File: src/design/lic_pkg.sv
// Notes on behaviour
// - Eight levels, each with its own mask bit
// - Mask bit 0 blocks level, 1 allows
// - Mask content undefined until software writes it
// - Priority content undefined until software writes it
// - Groups: A=0,1; B=2,3,4; C=5,6,7
// - Bits 7,4,1 order groups; 001=B>C>A, 101=C>B>A
// - Bit 0 orders level 0 against 1
// - Bit 5 orders group C, bit 6 subgroup
// - Highest priority enabled level is served first
// - Same level: lowest vector address wins, fixed
// - Request status read-only, one flag per level
// - Reset clears fast enable and global enable
// - Enable sets, disable clears global bit; gates all
// - Request needs global, level unmask and source enable
// - Level 6 port zero bits 0-3, level 7 bits 4-7
// - Status bit n is level n, reset zero, always readable
// - Return from service sets global enable again
package lic_pkg;

  // ----------------------------------------------------------------
  // Register map
  // ----------------------------------------------------------------
  localparam logic [7:0] LIC_ADDR_STATUS = 8'hDC;
  localparam logic [7:0] LIC_ADDR_MASK = 8'hDD;
  localparam logic [7:0] LIC_ADDR_MODE = 8'hDE;
  localparam logic [7:0] LIC_ADDR_PRIO = 8'hFF;
  localparam logic [7:0] LIC_RD_UNMAPPED = 8'h00;

  // ----------------------------------------------------------------
  // Field positions and reset values
  // ----------------------------------------------------------------
  localparam int LIC_MODE_GLOBAL = 0;
  localparam int LIC_MODE_FASTEN = 1;
  localparam int LIC_MODE_FSEL_LO = 2;
  localparam int LIC_PRIO_A = 0;
  localparam int LIC_PRIO_C = 5;
  localparam int LIC_PRIO_SUBC = 6;
  localparam logic [7:0] LIC_MASK_RST = 8'h00;
  localparam logic [7:0] LIC_PRIO_RST = 8'h00;
  localparam logic [7:0] LIC_MODE_RST = 8'h00;

  // ----------------------------------------------------------------
  // Sources and vectors
  // ----------------------------------------------------------------
  localparam int LIC_LEVELS = 8;
  localparam int LIC_SOURCES = 18;
  localparam logic [7:0] LIC_VEC_BASE = 8'hDC;
  // Level of each source, index 0 has the lowest vector address
  localparam logic [LIC_SOURCES-1:0][2:0] LIC_SRC_LEVEL = {
    3'h7, 3'h7, 3'h7, 3'h7, 3'h6, 3'h6, 3'h6, 3'h6, 3'h5,
    3'h5, 3'h5, 3'h4, 3'h3, 3'h3, 3'h2, 3'h1, 3'h0, 3'h0};
  localparam int LIC_PORT_ZERO_FIRST = 10;

  // ----------------------------------------------------------------
  // Group identifiers
  // ----------------------------------------------------------------
  typedef enum logic [1:0] {LIC_GRP_A, LIC_GRP_B, LIC_GRP_C} lic_grp_t;

  typedef struct packed {
    logic wr;
    logic rd;
    logic [7:0] addr;
    logic [7:0] data;
  } lic_regreq_t;

  typedef struct packed {
    logic valid;
    logic fast;
    logic [2:0] level;
    logic [7:0] vector;
  } lic_req_t;

endpackage

File: src/design/lic_level_interrupt_control.sv
`timescale 1ns/1ns
`default_nettype none
module lic_level_interrupt_control import lic_pkg::*; (
  input wire logic clk,
  input wire logic nrst,
  input wire lic_regreq_t regReq,
  output lic_regreq_t regRsp,
  input wire logic enableInstr,
  input wire logic disableInstr,
  input wire logic returnFromService,
  input wire logic irqAck,
  input wire logic [LIC_SOURCES-1:0] srcPending,
  input wire logic [LIC_SOURCES-1:0] srcEnable,
  output lic_req_t irqOut
);

  // ----------------------------------------------------------------
  // Registers
  // ----------------------------------------------------------------
  logic [7:0] levelMask_q;
  logic [7:0] levelPrio_q;
  logic [7:0] sysMode_q;
  logic [7:0] levelStatus_q;
  logic [LIC_SOURCES-1:0] srcReq_q;
  lic_regreq_t regRsp_q;
  lic_req_t irqOut_q;
  lic_req_t irqOut_d;
  logic [LIC_LEVELS-1:0][2:0] rank;
  logic [7:0] levelRaw;
  logic [7:0] active;
  logic betterSeen;

  function automatic logic hit(input lic_regreq_t r, input logic [7:0] a);
    hit = r.wr && (r.addr == a);
  endfunction

  assign regRsp = regRsp_q;
  assign irqOut = irqOut_q;

  lic_prio_order uOrder (
    .prio(levelPrio_q),
    .rank(rank)
  );

  // ----------------------------------------------------------------
  // Mask and priority registers
  // ----------------------------------------------------------------
  // Cleared at reset only to keep simulation clean; nothing relies on it
  always_ff @(posedge clk or negedge nrst) begin
    if (!nrst) begin
      levelMask_q <= LIC_MASK_RST;
    end else if (hit(regReq, LIC_ADDR_MASK)) begin
      levelMask_q <= regReq.data;
    end
  end

  always_ff @(posedge clk or negedge nrst) begin
    if (!nrst) begin
      levelPrio_q <= LIC_PRIO_RST;
    end else if (hit(regReq, LIC_ADDR_PRIO)) begin
      levelPrio_q <= regReq.data;
    end
  end

  // ----------------------------------------------------------------
  // System mode register
  // ----------------------------------------------------------------
  // Enable and return win over the clear from acknowledge or disable
  always_ff @(posedge clk or negedge nrst) begin
    if (!nrst) begin
      sysMode_q <= LIC_MODE_RST;
    end else begin
      if (hit(regReq, LIC_ADDR_MODE)) begin
        sysMode_q <= regReq.data;
      end
      if (enableInstr || returnFromService) begin
        sysMode_q[LIC_MODE_GLOBAL] <= 1'b1;
      end else if (disableInstr || irqAck) begin
        sysMode_q[LIC_MODE_GLOBAL] <= 1'b0;
      end
    end
  end

  // ----------------------------------------------------------------
  // Per-level request flags
  // ----------------------------------------------------------------
  always_comb begin
    levelRaw = 8'h00;
    for (int s = 0; s < LIC_SOURCES; s++) begin
      if (srcPending[s] && srcEnable[s]) begin
        levelRaw[LIC_SRC_LEVEL[s]] = 1'b1;
      end
    end
  end

  // Status is captured regardless of mask and global enable
  always_ff @(posedge clk or negedge nrst) begin
    if (!nrst) begin
      levelStatus_q <= 8'h00;
      srcReq_q <= '0;
    end else begin
      levelStatus_q <= levelRaw;
      srcReq_q <= srcPending & srcEnable;
    end
  end

  // ----------------------------------------------------------------
  // Register reads
  // ----------------------------------------------------------------
  always_ff @(posedge clk or negedge nrst) begin
    if (!nrst) begin
      regRsp_q <= '0;
    end else begin
      regRsp_q.wr <= 1'b0;
      regRsp_q.rd <= regReq.rd;
      regRsp_q.addr <= regReq.addr;
      if (!regReq.rd) begin
        regRsp_q.data <= LIC_RD_UNMAPPED;
      end else begin
        unique case (regReq.addr)
          LIC_ADDR_STATUS: regRsp_q.data <= levelStatus_q;
          LIC_ADDR_MASK: regRsp_q.data <= levelMask_q;
          LIC_ADDR_MODE: regRsp_q.data <= sysMode_q;
          LIC_ADDR_PRIO: regRsp_q.data <= levelPrio_q;
          default: regRsp_q.data <= LIC_RD_UNMAPPED;
        endcase
      end
    end
  end

  // ----------------------------------------------------------------
  // Arbitration
  // ----------------------------------------------------------------
  // Linear scans: eight levels and eighteen sources are cheap enough
  always_comb begin
    active = levelStatus_q & levelMask_q
      & {8{sysMode_q[LIC_MODE_GLOBAL]}};
    irqOut_d = '0;
    for (int l = 0; l < LIC_LEVELS; l++) begin
      if (active[l] && (!irqOut_d.valid || rank[l] < rank[irqOut_d.level])) begin
        irqOut_d.valid = 1'b1;
        irqOut_d.level = 3'(l);
      end
    end
    // Lowest index source of the winning level, scanning downward
    for (int s = LIC_SOURCES - 1; s >= 0; s--) begin
      if (irqOut_d.valid && srcReq_q[s] && LIC_SRC_LEVEL[s] == irqOut_d.level) begin
        irqOut_d.vector = LIC_VEC_BASE + 8'({s[6:0], 1'b0});
      end
    end
    irqOut_d.fast = irqOut_d.valid && sysMode_q[LIC_MODE_FASTEN]
      && (sysMode_q[LIC_MODE_FSEL_LO +: 3] == irqOut_d.level);
  end

  always_ff @(posedge clk or negedge nrst) begin
    if (!nrst) begin
      irqOut_q <= '0;
    end else begin
      irqOut_q <= irqOut_d;
    end
  end

  // ----------------------------------------------------------------
  // Checks
  // ----------------------------------------------------------------
  always_comb begin
    betterSeen = 1'b0;
    for (int l = 0; l < LIC_LEVELS; l++) begin
      if (irqOut_d.valid && active[l] && rank[l] < rank[irqOut_d.level]) begin
        betterSeen = 1'b1;
      end
    end
  end

  mask_gate_a: assert property (@(posedge clk) disable iff (!nrst)
    irqOut_q.valid |-> (($past(levelMask_q) & (8'h01 << irqOut_q.level)) != 8'h00))
    else $error("request presented on a masked level");
  global_gate_a: assert property (@(posedge clk) disable iff (!nrst)
    irqOut_q.valid |-> $past(sysMode_q[LIC_MODE_GLOBAL])
      && (($past(levelStatus_q) & (8'h01 << irqOut_q.level)) != 8'h00))
    else $error("request presented without global enable or pending level");
  enable_sets_a: assert property (@(posedge clk) disable iff (!nrst)
    enableInstr |=> sysMode_q[LIC_MODE_GLOBAL])
    else $error("enable instruction did not set global bit");
  disable_clears_a: assert property (@(posedge clk) disable iff (!nrst)
    disableInstr && !enableInstr && !returnFromService |=> !sysMode_q[LIC_MODE_GLOBAL])
    else $error("disable instruction did not clear global bit");
  return_sets_a: assert property (@(posedge clk) disable iff (!nrst)
    returnFromService |=> sysMode_q[LIC_MODE_GLOBAL] ##1 1'b1)
    else $error("return did not restore global bit");
  status_track_a: assert property (@(posedge clk) disable iff (!nrst)
    ##1 levelStatus_q == $past(levelRaw))
    else $error("level status does not follow requests");
  best_level_a: assert property (@(posedge clk) disable iff (!nrst)
    irqOut_q.valid |-> !$past(betterSeen))
    else $error("a higher ranked level was passed over");
  ack_blocks_a: assert property (@(posedge clk) disable iff (!nrst)
    irqAck && !enableInstr && !returnFromService |=> ##1 !irqOut_q.valid)
    else $error("request still presented after acknowledge");
  fast_sel_a: assert property (@(posedge clk) disable iff (!nrst)
    irqOut_q.fast |-> irqOut_q.valid && $past(sysMode_q[LIC_MODE_FASTEN]))
    else $error("fast hit without fast enable");

endmodule
`default_nettype wire

File: src/design/lic_prio_order.sv
`timescale 1ns/1ns
`default_nettype none
module lic_prio_order import lic_pkg::*; (
  input wire logic [7:0] prio,
  output logic [LIC_LEVELS-1:0][2:0] rank
);

  lic_grp_t ord [3];
  logic [2:0] base [3];
  logic [2:0] acc;

  function automatic logic [2:0] grpSize(input lic_grp_t g);
    grpSize = (g == LIC_GRP_A) ? 3'h2 : 3'h3;
  endfunction

  // ----------------------------------------------------------------
  // Group order and level ranks, 0 is the highest
  // ----------------------------------------------------------------
  // Unlisted codes 000 and 111 fold to A>B>C so no tie can arise
  always_comb begin
    unique case ({prio[7], prio[4], prio[1]})
      3'b001: begin ord[0] = LIC_GRP_B; ord[1] = LIC_GRP_C; ord[2] = LIC_GRP_A; end
      3'b010: begin ord[0] = LIC_GRP_A; ord[1] = LIC_GRP_B; ord[2] = LIC_GRP_C; end
      3'b011: begin ord[0] = LIC_GRP_B; ord[1] = LIC_GRP_A; ord[2] = LIC_GRP_C; end
      3'b100: begin ord[0] = LIC_GRP_C; ord[1] = LIC_GRP_A; ord[2] = LIC_GRP_B; end
      3'b101: begin ord[0] = LIC_GRP_C; ord[1] = LIC_GRP_B; ord[2] = LIC_GRP_A; end
      3'b110: begin ord[0] = LIC_GRP_A; ord[1] = LIC_GRP_C; ord[2] = LIC_GRP_B; end
      default: begin ord[0] = LIC_GRP_A; ord[1] = LIC_GRP_B; ord[2] = LIC_GRP_C; end
    endcase
    acc = 3'h0;
    base[0] = 3'h0;
    base[1] = 3'h0;
    base[2] = 3'h0;
    for (int i = 0; i < 3; i++) begin
      base[ord[i]] = acc;
      acc = acc + grpSize(ord[i]);
    end
    // Group A pair
    rank[0] = base[LIC_GRP_A] + {2'h0, prio[LIC_PRIO_A]};
    rank[1] = base[LIC_GRP_A] + {2'h0, ~prio[LIC_PRIO_A]};
    // Group B has no programmable order
    rank[2] = base[LIC_GRP_B];
    rank[3] = base[LIC_GRP_B] + 3'h1;
    rank[4] = base[LIC_GRP_B] + 3'h2;
    // Group C: level 5 against the 6/7 subgroup, then inside it
    rank[5] = base[LIC_GRP_C] + (prio[LIC_PRIO_C] ? 3'h2 : 3'h0);
    rank[6] = base[LIC_GRP_C] + (prio[LIC_PRIO_C] ? 3'h0 : 3'h1)
      + {2'h0, prio[LIC_PRIO_SUBC]};
    rank[7] = base[LIC_GRP_C] + (prio[LIC_PRIO_C] ? 3'h0 : 3'h1)
      + {2'h0, ~prio[LIC_PRIO_SUBC]};
  end

endmodule
`default_nettype wire

File: config.mk
export PLATFORM = sky130hd
export DESIGN_NAME = lic_level_interrupt_control
export DESIGN_NICKNAME = d
export VERILOG_FILES = /design/src/design/lic_pkg.sv /design/src/design/lic_level_interrupt_control.sv /design/src/design/lic_prio_order.sv
export SDC_FILE = /design/constraint.sdc
export NUM_CORES = 1
export LEC_CHECK = 0
export BUFFER_PORTS_ARGS = -buffer_cell sky130_fd_sc_hd__clkbuf_2
export CORE_MARGIN = 5
export CORE_UTILIZATION = 45
export CTS_BUF_LIST = sky130_fd_sc_hd__clkbuf_8
export CTS_CLUSTER_DIAMETER = 120
export CTS_CLUSTER_SIZE = 28
export DETAILED_ROUTE_END_ITERATION = 7
export PLACE_DENSITY_LB_ADDON = 0.05
export RECOVER_POWER = 100
export SLEW_MARGIN = 20
export SYNTH_ARGS = -nofsm -noshare
export SYNTH_HDL_FRONTEND = slang
export SYNTH_SLANG_ARGS = --single-unit
File: constraint.sdc
create_clock -name clk -period 12.75 [get_ports clk]
set_input_delay 1.275 -clock clk [delete_from_list [all_inputs] [get_ports clk]]
set_output_delay 1.275 -clock clk [all_outputs]
set_load 0.005 [all_outputs]
==> out/qor.csv, run 1 <==
metric,value,unit
final setup violation count,0,
Antenna Nets Post-Route,0,
Post-Place Cells,653,
Post-Syn Instances,438,
Final Skew,9.93,ps
most common cell type on the critical path,ha_1,
status,"finished, violations left",
"CTS clk-pin slew, worst paths",80,ps
footprint of the multi-input gates,2510,µm²
maximum capacitance violations,1,
critical-path maximum fanout,7,
Finished Layout Cells,671,
fill count,958,
maximum clock path buffer count,2,
Post-Syn Area per Cell,10.3,µm²
Placed Area,5090,µm²
Routed WL per cell,17.8,µm
first-pass iteration count of the detailed router,6,
Starting Density,45.9,%
initial drt markers,263,
# hold bufs at CTS,0,
largest stage delay on the critical path,460,ps
clock sink total,75,
share of layout cells above drive strength 1,25.3,%
Slew headroom,-156,%
Max Freq,83.3,MHz
register area share after synthesis,41.8,%
failing checks,"capacitance limit, slew limit",
Worst EP arrival,12260,ps
final core occ,54.2,%
"IR drop worst, VDD",0.0841,mV
min-delay worst type,reg -> reg,
Die H,110,µm
Post-DP HPWL,9340,µm
CTS Buf Count,9,
NumNets Final,620,
routability cong.,0.967,
Final Hold Vio Count,0,
Antenna diodes,0,
CP max stage cell,dfrtp_1,
Synth-to-Final Area Change,17.9,%
htree depth,3,
Yosys top cell area share,41.8,%
Yosys warnings,0,
"flops & latches, synth",75,
# port buffers,88,
dominant cell type by area after synthesis,dfrtp_1,
total wire length,12000,µm
Root Driver,clkbuf_8,
Avg Vias per Cell,5.67,
largest net degree at the start of global routing,76,
Register Area,1880,µm²
GRT Util Overall,20.6,%
CP Launch Type,flip-flop,
Setup TNS,0,ps
first-pass GRT wire length,19000,µm
leakage,2.44,nW
period utilization,94.2,%
"EDFF count, synth",0,
CP Class,reg -> reg,
min Tclk post-route,12010,ps
antenna violations before repair,0,
overall power,0.000566,W
Area contributors post-synth,"dfrtp_1 42%, ha_1 7.5%, mux2_2 7.5%, and2_1 3.3%, nor2_1 2.5%",
routed vias,3804,
Ports,91,
clock latency on the worst-skew pair,350,ps
Critical Path End Type,flip-flop,
Slew @ Worst Pin,3830,ps
GRT overflow,0,
die area,12100,µm²
Die Wd,110,µm
number of global-route vias before repair,3764,
CTS tree,done,
Synth Cell Area,4490,µm²
Synth Flop Type,dfrtp_1,
FP Rows,36,
library cells used by synthesis,67,
pwr dens,107,nW/µm²
final instance area,5290,µm²
"Slew Viols, Final",76,
Worst Path Required,13000,ps
core area,9770,µm²
ys async rst share,100,%
DRC Markers,0,
[worst max-delay path, delay by kind of cell, from the launching register on]
family / cells / cell delay, ps
flops: 1 / 460
simple gates: 14 / 2500
fa+ha+maj: 9 / 2440
mux: 3 / 370
compound gates: 28 / 5430
xor+xnor: 3 / 590
buf+inv: 1 / 120
[state kept, by name, indices dropped and copies added (netlist names)]
name	flops
levelStatus_q	5
srcReq_q	18
levelMask_q	8
sysMode_q	8
levelPrio_q	8
irqOut	11
regRsp	17
[kinds of logic after synthesis]
| logic type | Yosys count | synth area share [%] |
|---|---|---|
| AO/OA/AOI/OAI | 116 | 18.9 |
| buffers and inverters | 33 | 3.32 |
| flip-flops | 75 | 41.8 |
| XOR/XNOR | 15 | 2.93 |
| AND/OR/NAND/NOR | 130 | 15.5 |
| other | 1 | 0.0835 |
| multiplexers | 41 | 9.97 |
| adder cells (fa/ha/maj) | 27 | 7.52 |
[report_power, final]
part	total, W	switching (W)	internal, W
Sequential	0.000261	0.0000105	0.000251
Clock	0.000178	0.0000844	0.0000939
Combinational	0.000126	0.0000721	0.0000542
Total	0.000566	0.000167	0.000399
[placed cells by master (no fill, tap or decap), types with 15 or more instances in the layout]
| master | count |
|---|---|
| ha_1 | 27 |
| nor2_1 | 30 |
| o21ai_0 | 15 |
| dfrtp_1 | 74 |
| mux2_2 | 30 |
| inv_1 | 17 |
| a21oi_1 | 20 |
| clkbuf_1 | 29 |
| and2_0 | 17 |
| clkbuf_2 | 61 |
| nand2_1 | 26 |
[synth_stat cells, types with 3 or more instances]
library cell,number
dfrtp_1,75
mux2_2,30
nor2_1,30
ha_1,27
nand2_1,26
and2_1,24
a21oi_1,21
o21ai_0,18
inv_1,16
mux2i_1,11
clkbuf_1,9
xnor2_1,9
a222oi_1,8
nand3_1,8
a211oi_1,7
a31oi_1,7
nor3_1,7
and3_1,6
nand2b_1,6
xor2_1,6
a2111oi_0,5
o21a_1,5
a211o_1,4
buf_4,4
o211ai_1,4
o31ai_1,4
a22oi_1,3
o31a_1,3
or2_2,3
or4_1,3
[path summary, 6_finish.rpt]
kind / start / endpoint / cells after the start / slack, ps
setup reg to reg: levelPrio_q[4] / irqOut[3] / 58 / 740
max in group asynchronous: nrst / levelPrio_q[7] / 1 / 8080
setup / recovery: levelPrio_q[4] / irqOut[3] / 58 / 740
min in group asynchronous: nrst / regRsp[14] / 1 / 2260
hold reg to reg: sysMode_q[6] / sysMode_q[6] / 1 / 520
hold / removal: sysMode_q[6] / sysMode_q[6] / 1 / 520
[what timing repair did]
action	CTS	global route
gates resized for setup	1	13
pin swaps	0	2
setup endpoints to repair	5	10
buffers inserted	0	2
endpoints found under the hold margin	0	0
[metrics by stage]
stage          hold WS [ps]  setup slack [ps]
2_1_floorplan           478               834
3_3_place_gp            487               357
3_5_place_dp            497             -28.9
4_1_cts                 517              21.3
5_1_grt                 538            -0.677
6_report                518               742
[metal layers]
metal / track usage [%] / routed length [µm] / vias to the layer above
li1: - / - / 1820
met1: 28.3 / 5400 / 1829
met2: 31.0 / 5570 / 136
met3: 5.34 / 697 / 19
met4: 8.10 / 285 / 0
met5: 0 / 0 / -
[area by class of cell]
cell class,count,area share [%]
clock buffers,10,2.60
clock inverters,6,1.06
inverters,17,1.21
multi-input cells,331,47.5
flip-flops and latches,75,35.5
well taps,133,3.14
repair buffers,99,9.03
Power figures use the tool's default switching activity.
==> inputs of run 2 (changes only) <==
Settings changed: ABC_AREA set to 1.
==> out/qor.csv, run 2 <==
metric,value,unit,change
period utilization,85.4,%,-8.8 points
CP max stage cell,nor4_1,,
CP Class,reg -> reg,,
NumNets Final,747,,+20%
pwr dens,122,nW/µm²,+14%
total wire length,11200,µm,-6.0%
register area share after synthesis,42.1,%,+0.29 points
Setup TNS,0,ps,unchanged
Die Wd,110,µm,-0.32%
maximum clock path buffer count,2,,unchanged
GRT overflow,0,,unchanged
Post-Syn Area per Cell,7.86,µm²,-23%
largest net degree at the start of global routing,76,,unchanged
ys async rst share,100,%,unchanged
Slew @ Worst Pin,3860,ps,+29.2 ps
cts repair resizes,0,,-1
initial drt markers,200,,-24%
routed vias,3907,,+2.7%
"flops & latches, synth",75,,unchanged
# hold bufs at CTS,0,,unchanged
final setup violation count,0,,unchanged
most common cell type on the critical path,nand2_1,,
min-delay worst type,reg -> reg,,
power share of the sequential group,41.3,%,-4.9 points
"CTS clk-pin slew, worst paths",80,ps,about the same
dominant cell type by area after synthesis,dfrtp_1,,
antenna violations before repair,0,,unchanged
Synth Area in Adders,7.58,%,+0.053 points
met2 usage,31.7,%,+0.71 points
Synth-to-Final Area Change,15.9,%,
Root Driver,clkbuf_8,,
max FFs per register,18,,unchanged
combinational share of power,28.1,%,+5.8 points
Post-Syn Instances,567,,+29%
Setup Buffers After CTS,0,,unchanged
Yosys top cell area share,42.1,%,+0.29 points
Slew headroom,-158,%,-1.9 points
die area,12000,µm²,-0.64%
Antenna diodes,0,,unchanged
largest register by flop count,srcReq_q,,
core area,9730,µm²,-0.46%
most common cell in the synthesized netlist,nand2_1,,
Synth Cell Area,4460,µm²,-0.70%
first-pass GRT wire length,18500,µm,-2.3%
Synth top cells by count,"142 x nand2_1, 85 x inv_1, 75 x dfrtp_1",,
Starting Density,45.8,%,-0.11 points
CTS tree,done,,
Avg Vias per Cell,4.91,,-13%
CTS Buf Count,9,,unchanged
fraction of synthesized area in multiplexers,0.758,%,-9.2 points
Post-DP HPWL,8930,µm,-4.4%
first-pass iteration count of the detailed router,5,,-1
P_sw,0.000204,W,+22%
grt peak-use layer,met2,,
GR Util met3,4.23,%,-1.1 points
routability cong.,0.872,,-9.8%
clock sink total,75,,unchanged
DRC Markers,0,,unchanged
# port buffers,88,,unchanged
"most common cell after layout, fill and taps aside",nand2_1,,
Yosys warnings,0,,unchanged
number of global-route vias before repair,3898,,+3.6%
"IR drop worst, VDD",0.0694,mV,-17%
Final Hold Vio Count,0,,unchanged
Critical Path End Type,flip-flop,,
r2r worst-path depth,80,,+38%
Ports,91,,unchanged
maximum capacitance violations,1,,unchanged
largest stage delay on the critical path,410,ps,-50 ps
"Slew Viols, Final",76,,unchanged
status,"finished, violations left",,
GRT Util Overall,20.2,%,-0.37 points
Simple-Gate Fraction of Synth Area,24.3,%,+8.8 points
Worst Path Required,12960,ps,-40 ps
unrepaired setup endpoints after global routing,no,,
Area contributors post-synth,"dfrtp_1 42%, nand2_1 12%, ha_1 7.6%, inv_1 7.2%, o21ai_0 5.4%",,
XOR/XNOR Fraction of Synth Area,1.57,%,-1.4 points
Routed WL per cell,14.1,µm,-21%
library cells used by synthesis,43,,-36%
most frequent cells in the layout,"146 x nand2_1, 87 x inv_1, 75 x dfrtp_1, 58 x clkbuf_2, 48 x o21ai_0",,
Antenna Nets Post-Route,0,,unchanged
met1 usage,27.7,%,-0.61 points
Final Skew,7.42,ps,-2.50 ps
failing checks,"capacitance limit, slew limit",,
switch share,32.3,%,+2.8 points
Die H,110,µm,-0.32%
critical-path maximum fanout,10,,+3
hold depth,2,,+1
Synth Area in Compound Gates,14.5,%,-4.4 points
share of layout cells above drive strength 1,16.4,%,-8.8 points
htree depth,3,,unchanged
"EDFF count, synth",0,,unchanged
CP Launch Type,flip-flop,,
largest family of logic cells by synthesized area,simple AND/OR/NAND/NOR gates,,
FP Rows,36,,unchanged
Worst EP arrival,11090,ps,-1170 ps
worst hold margin,493,ps,-24.9 ps
Synth Flop Type,dfrtp_1,,
min Tclk post-route,10880,ps,-1120 ps
clock power share,30.6,%,-0.9 points
leakage,2.94,nW,+20%
Max Freq,91.9,MHz,+10%
clock latency on the worst-skew pair,350,ps,about the same
Cell Int Power,0.000428,W,+7.3%
run 2: cell types whose count changed in the layout (fill, tap and decap cells not counted), sizes merged, moves of 8 or more:
| cell | before | now |
|---|---|---|
| a222oi | 8 | 0 |
| and2 | 24 | 0 |
| nand2 | 26 | 161 |
| buf | 9 | 0 |
| o21ai | 20 | 52 |
| nor2 | 30 | 43 |
| nand3 | 9 | 20 |
| nand4 | 0 | 8 |
| mux2 | 30 | 3 |
| mux2i | 11 | 0 |
| inv | 18 | 96 |
run 2: area by class of cell:
class | count | area [µm²]
Multi-Input combinational cell | 388 | 2150
Clock inverter | 5 | 80.1
Tap cell | 133 | 166
Timing Repair Buffer | 88 | 403
Clock buffer | 9 | 124
Inverter | 98 | 368
Sequential cell | 75 | 1880
Fill cell | 1005 | 4560
run 2: final timing paths:
path | startpoint | to | slack, ps
max in group asynchronous | nrst | irqOut[1] | 8320
worst max register to register | levelPrio_q[1] | irqOut[6] | 1870
worst max-delay path | levelPrio_q[1] | irqOut[6] | 1870
worst min-delay path | sysMode_q[6] | sysMode_q[6] | 490
min in group asynchronous | nrst | srcReq_q[3] | 2250
worst min register to register | sysMode_q[6] | sysMode_q[6] | 490
run 2: through the flow:
stage	instances	setup WS (ps)	utilization [%]	area, µm²	power, W
after detailed placement	782	2480	51.7	5030	0.000447
after global routing	796	668	53.1	5170	0.000681
after global placement	782	2680	51.7	5030	0.000445
after floorplan	568	3780	-	4460	0.000388
final	796	1870	53.1	5170	0.000632
after CTS	796	2440	53.8	5240	0.000640
run 2: cell families after synthesis:
family,Yosys count
DFF,75
AOI/OAI and AO/OA,110
and+or+nand+nor,238
buffers and inverters,105
adders and majority gates,27
xor gates and xnor gates,8
muxes,3
other,1
run 2: power groups by stage:
| stage | logic, W | clock network, W | registers (W) |
|---|---|---|---|
| 3_3_place_gp | 0.000179 | 0 | 0.000266 |
| 2_1_floorplan | 0.000124 | 0 | 0.000264 |
| 4_1_cts | 0.000182 | 0.000198 | 0.000261 |
| 5_1_grt | 0.000208 | 0.000210 | 0.000263 |
| 6_report | 0.000178 | 0.000193 | 0.000261 |
| 3_5_place_dp | 0.000181 | 0 | 0.000266 |
run 2: metal layers:
metal	wire length, µm	share of wire (%)	up-vias
met5	0	0	-
met4	269	2.4	0
met3	660	5.9	19
met2	5180	46	131
met1	5120	46	1746
li1	-	-	2011
run 2: worst max-delay path, delay by kind of cell, from the launching register on:
family                   cells  cell delay, ps
AND/OR/NAND/NOR             45            4290
adder cells (fa/ha/maj)      9            2460
AO/OA/AOI/OAI               14            2110
buffers and inverters       11            1250
flip-flops                   1             370
XOR/XNOR                     1             240
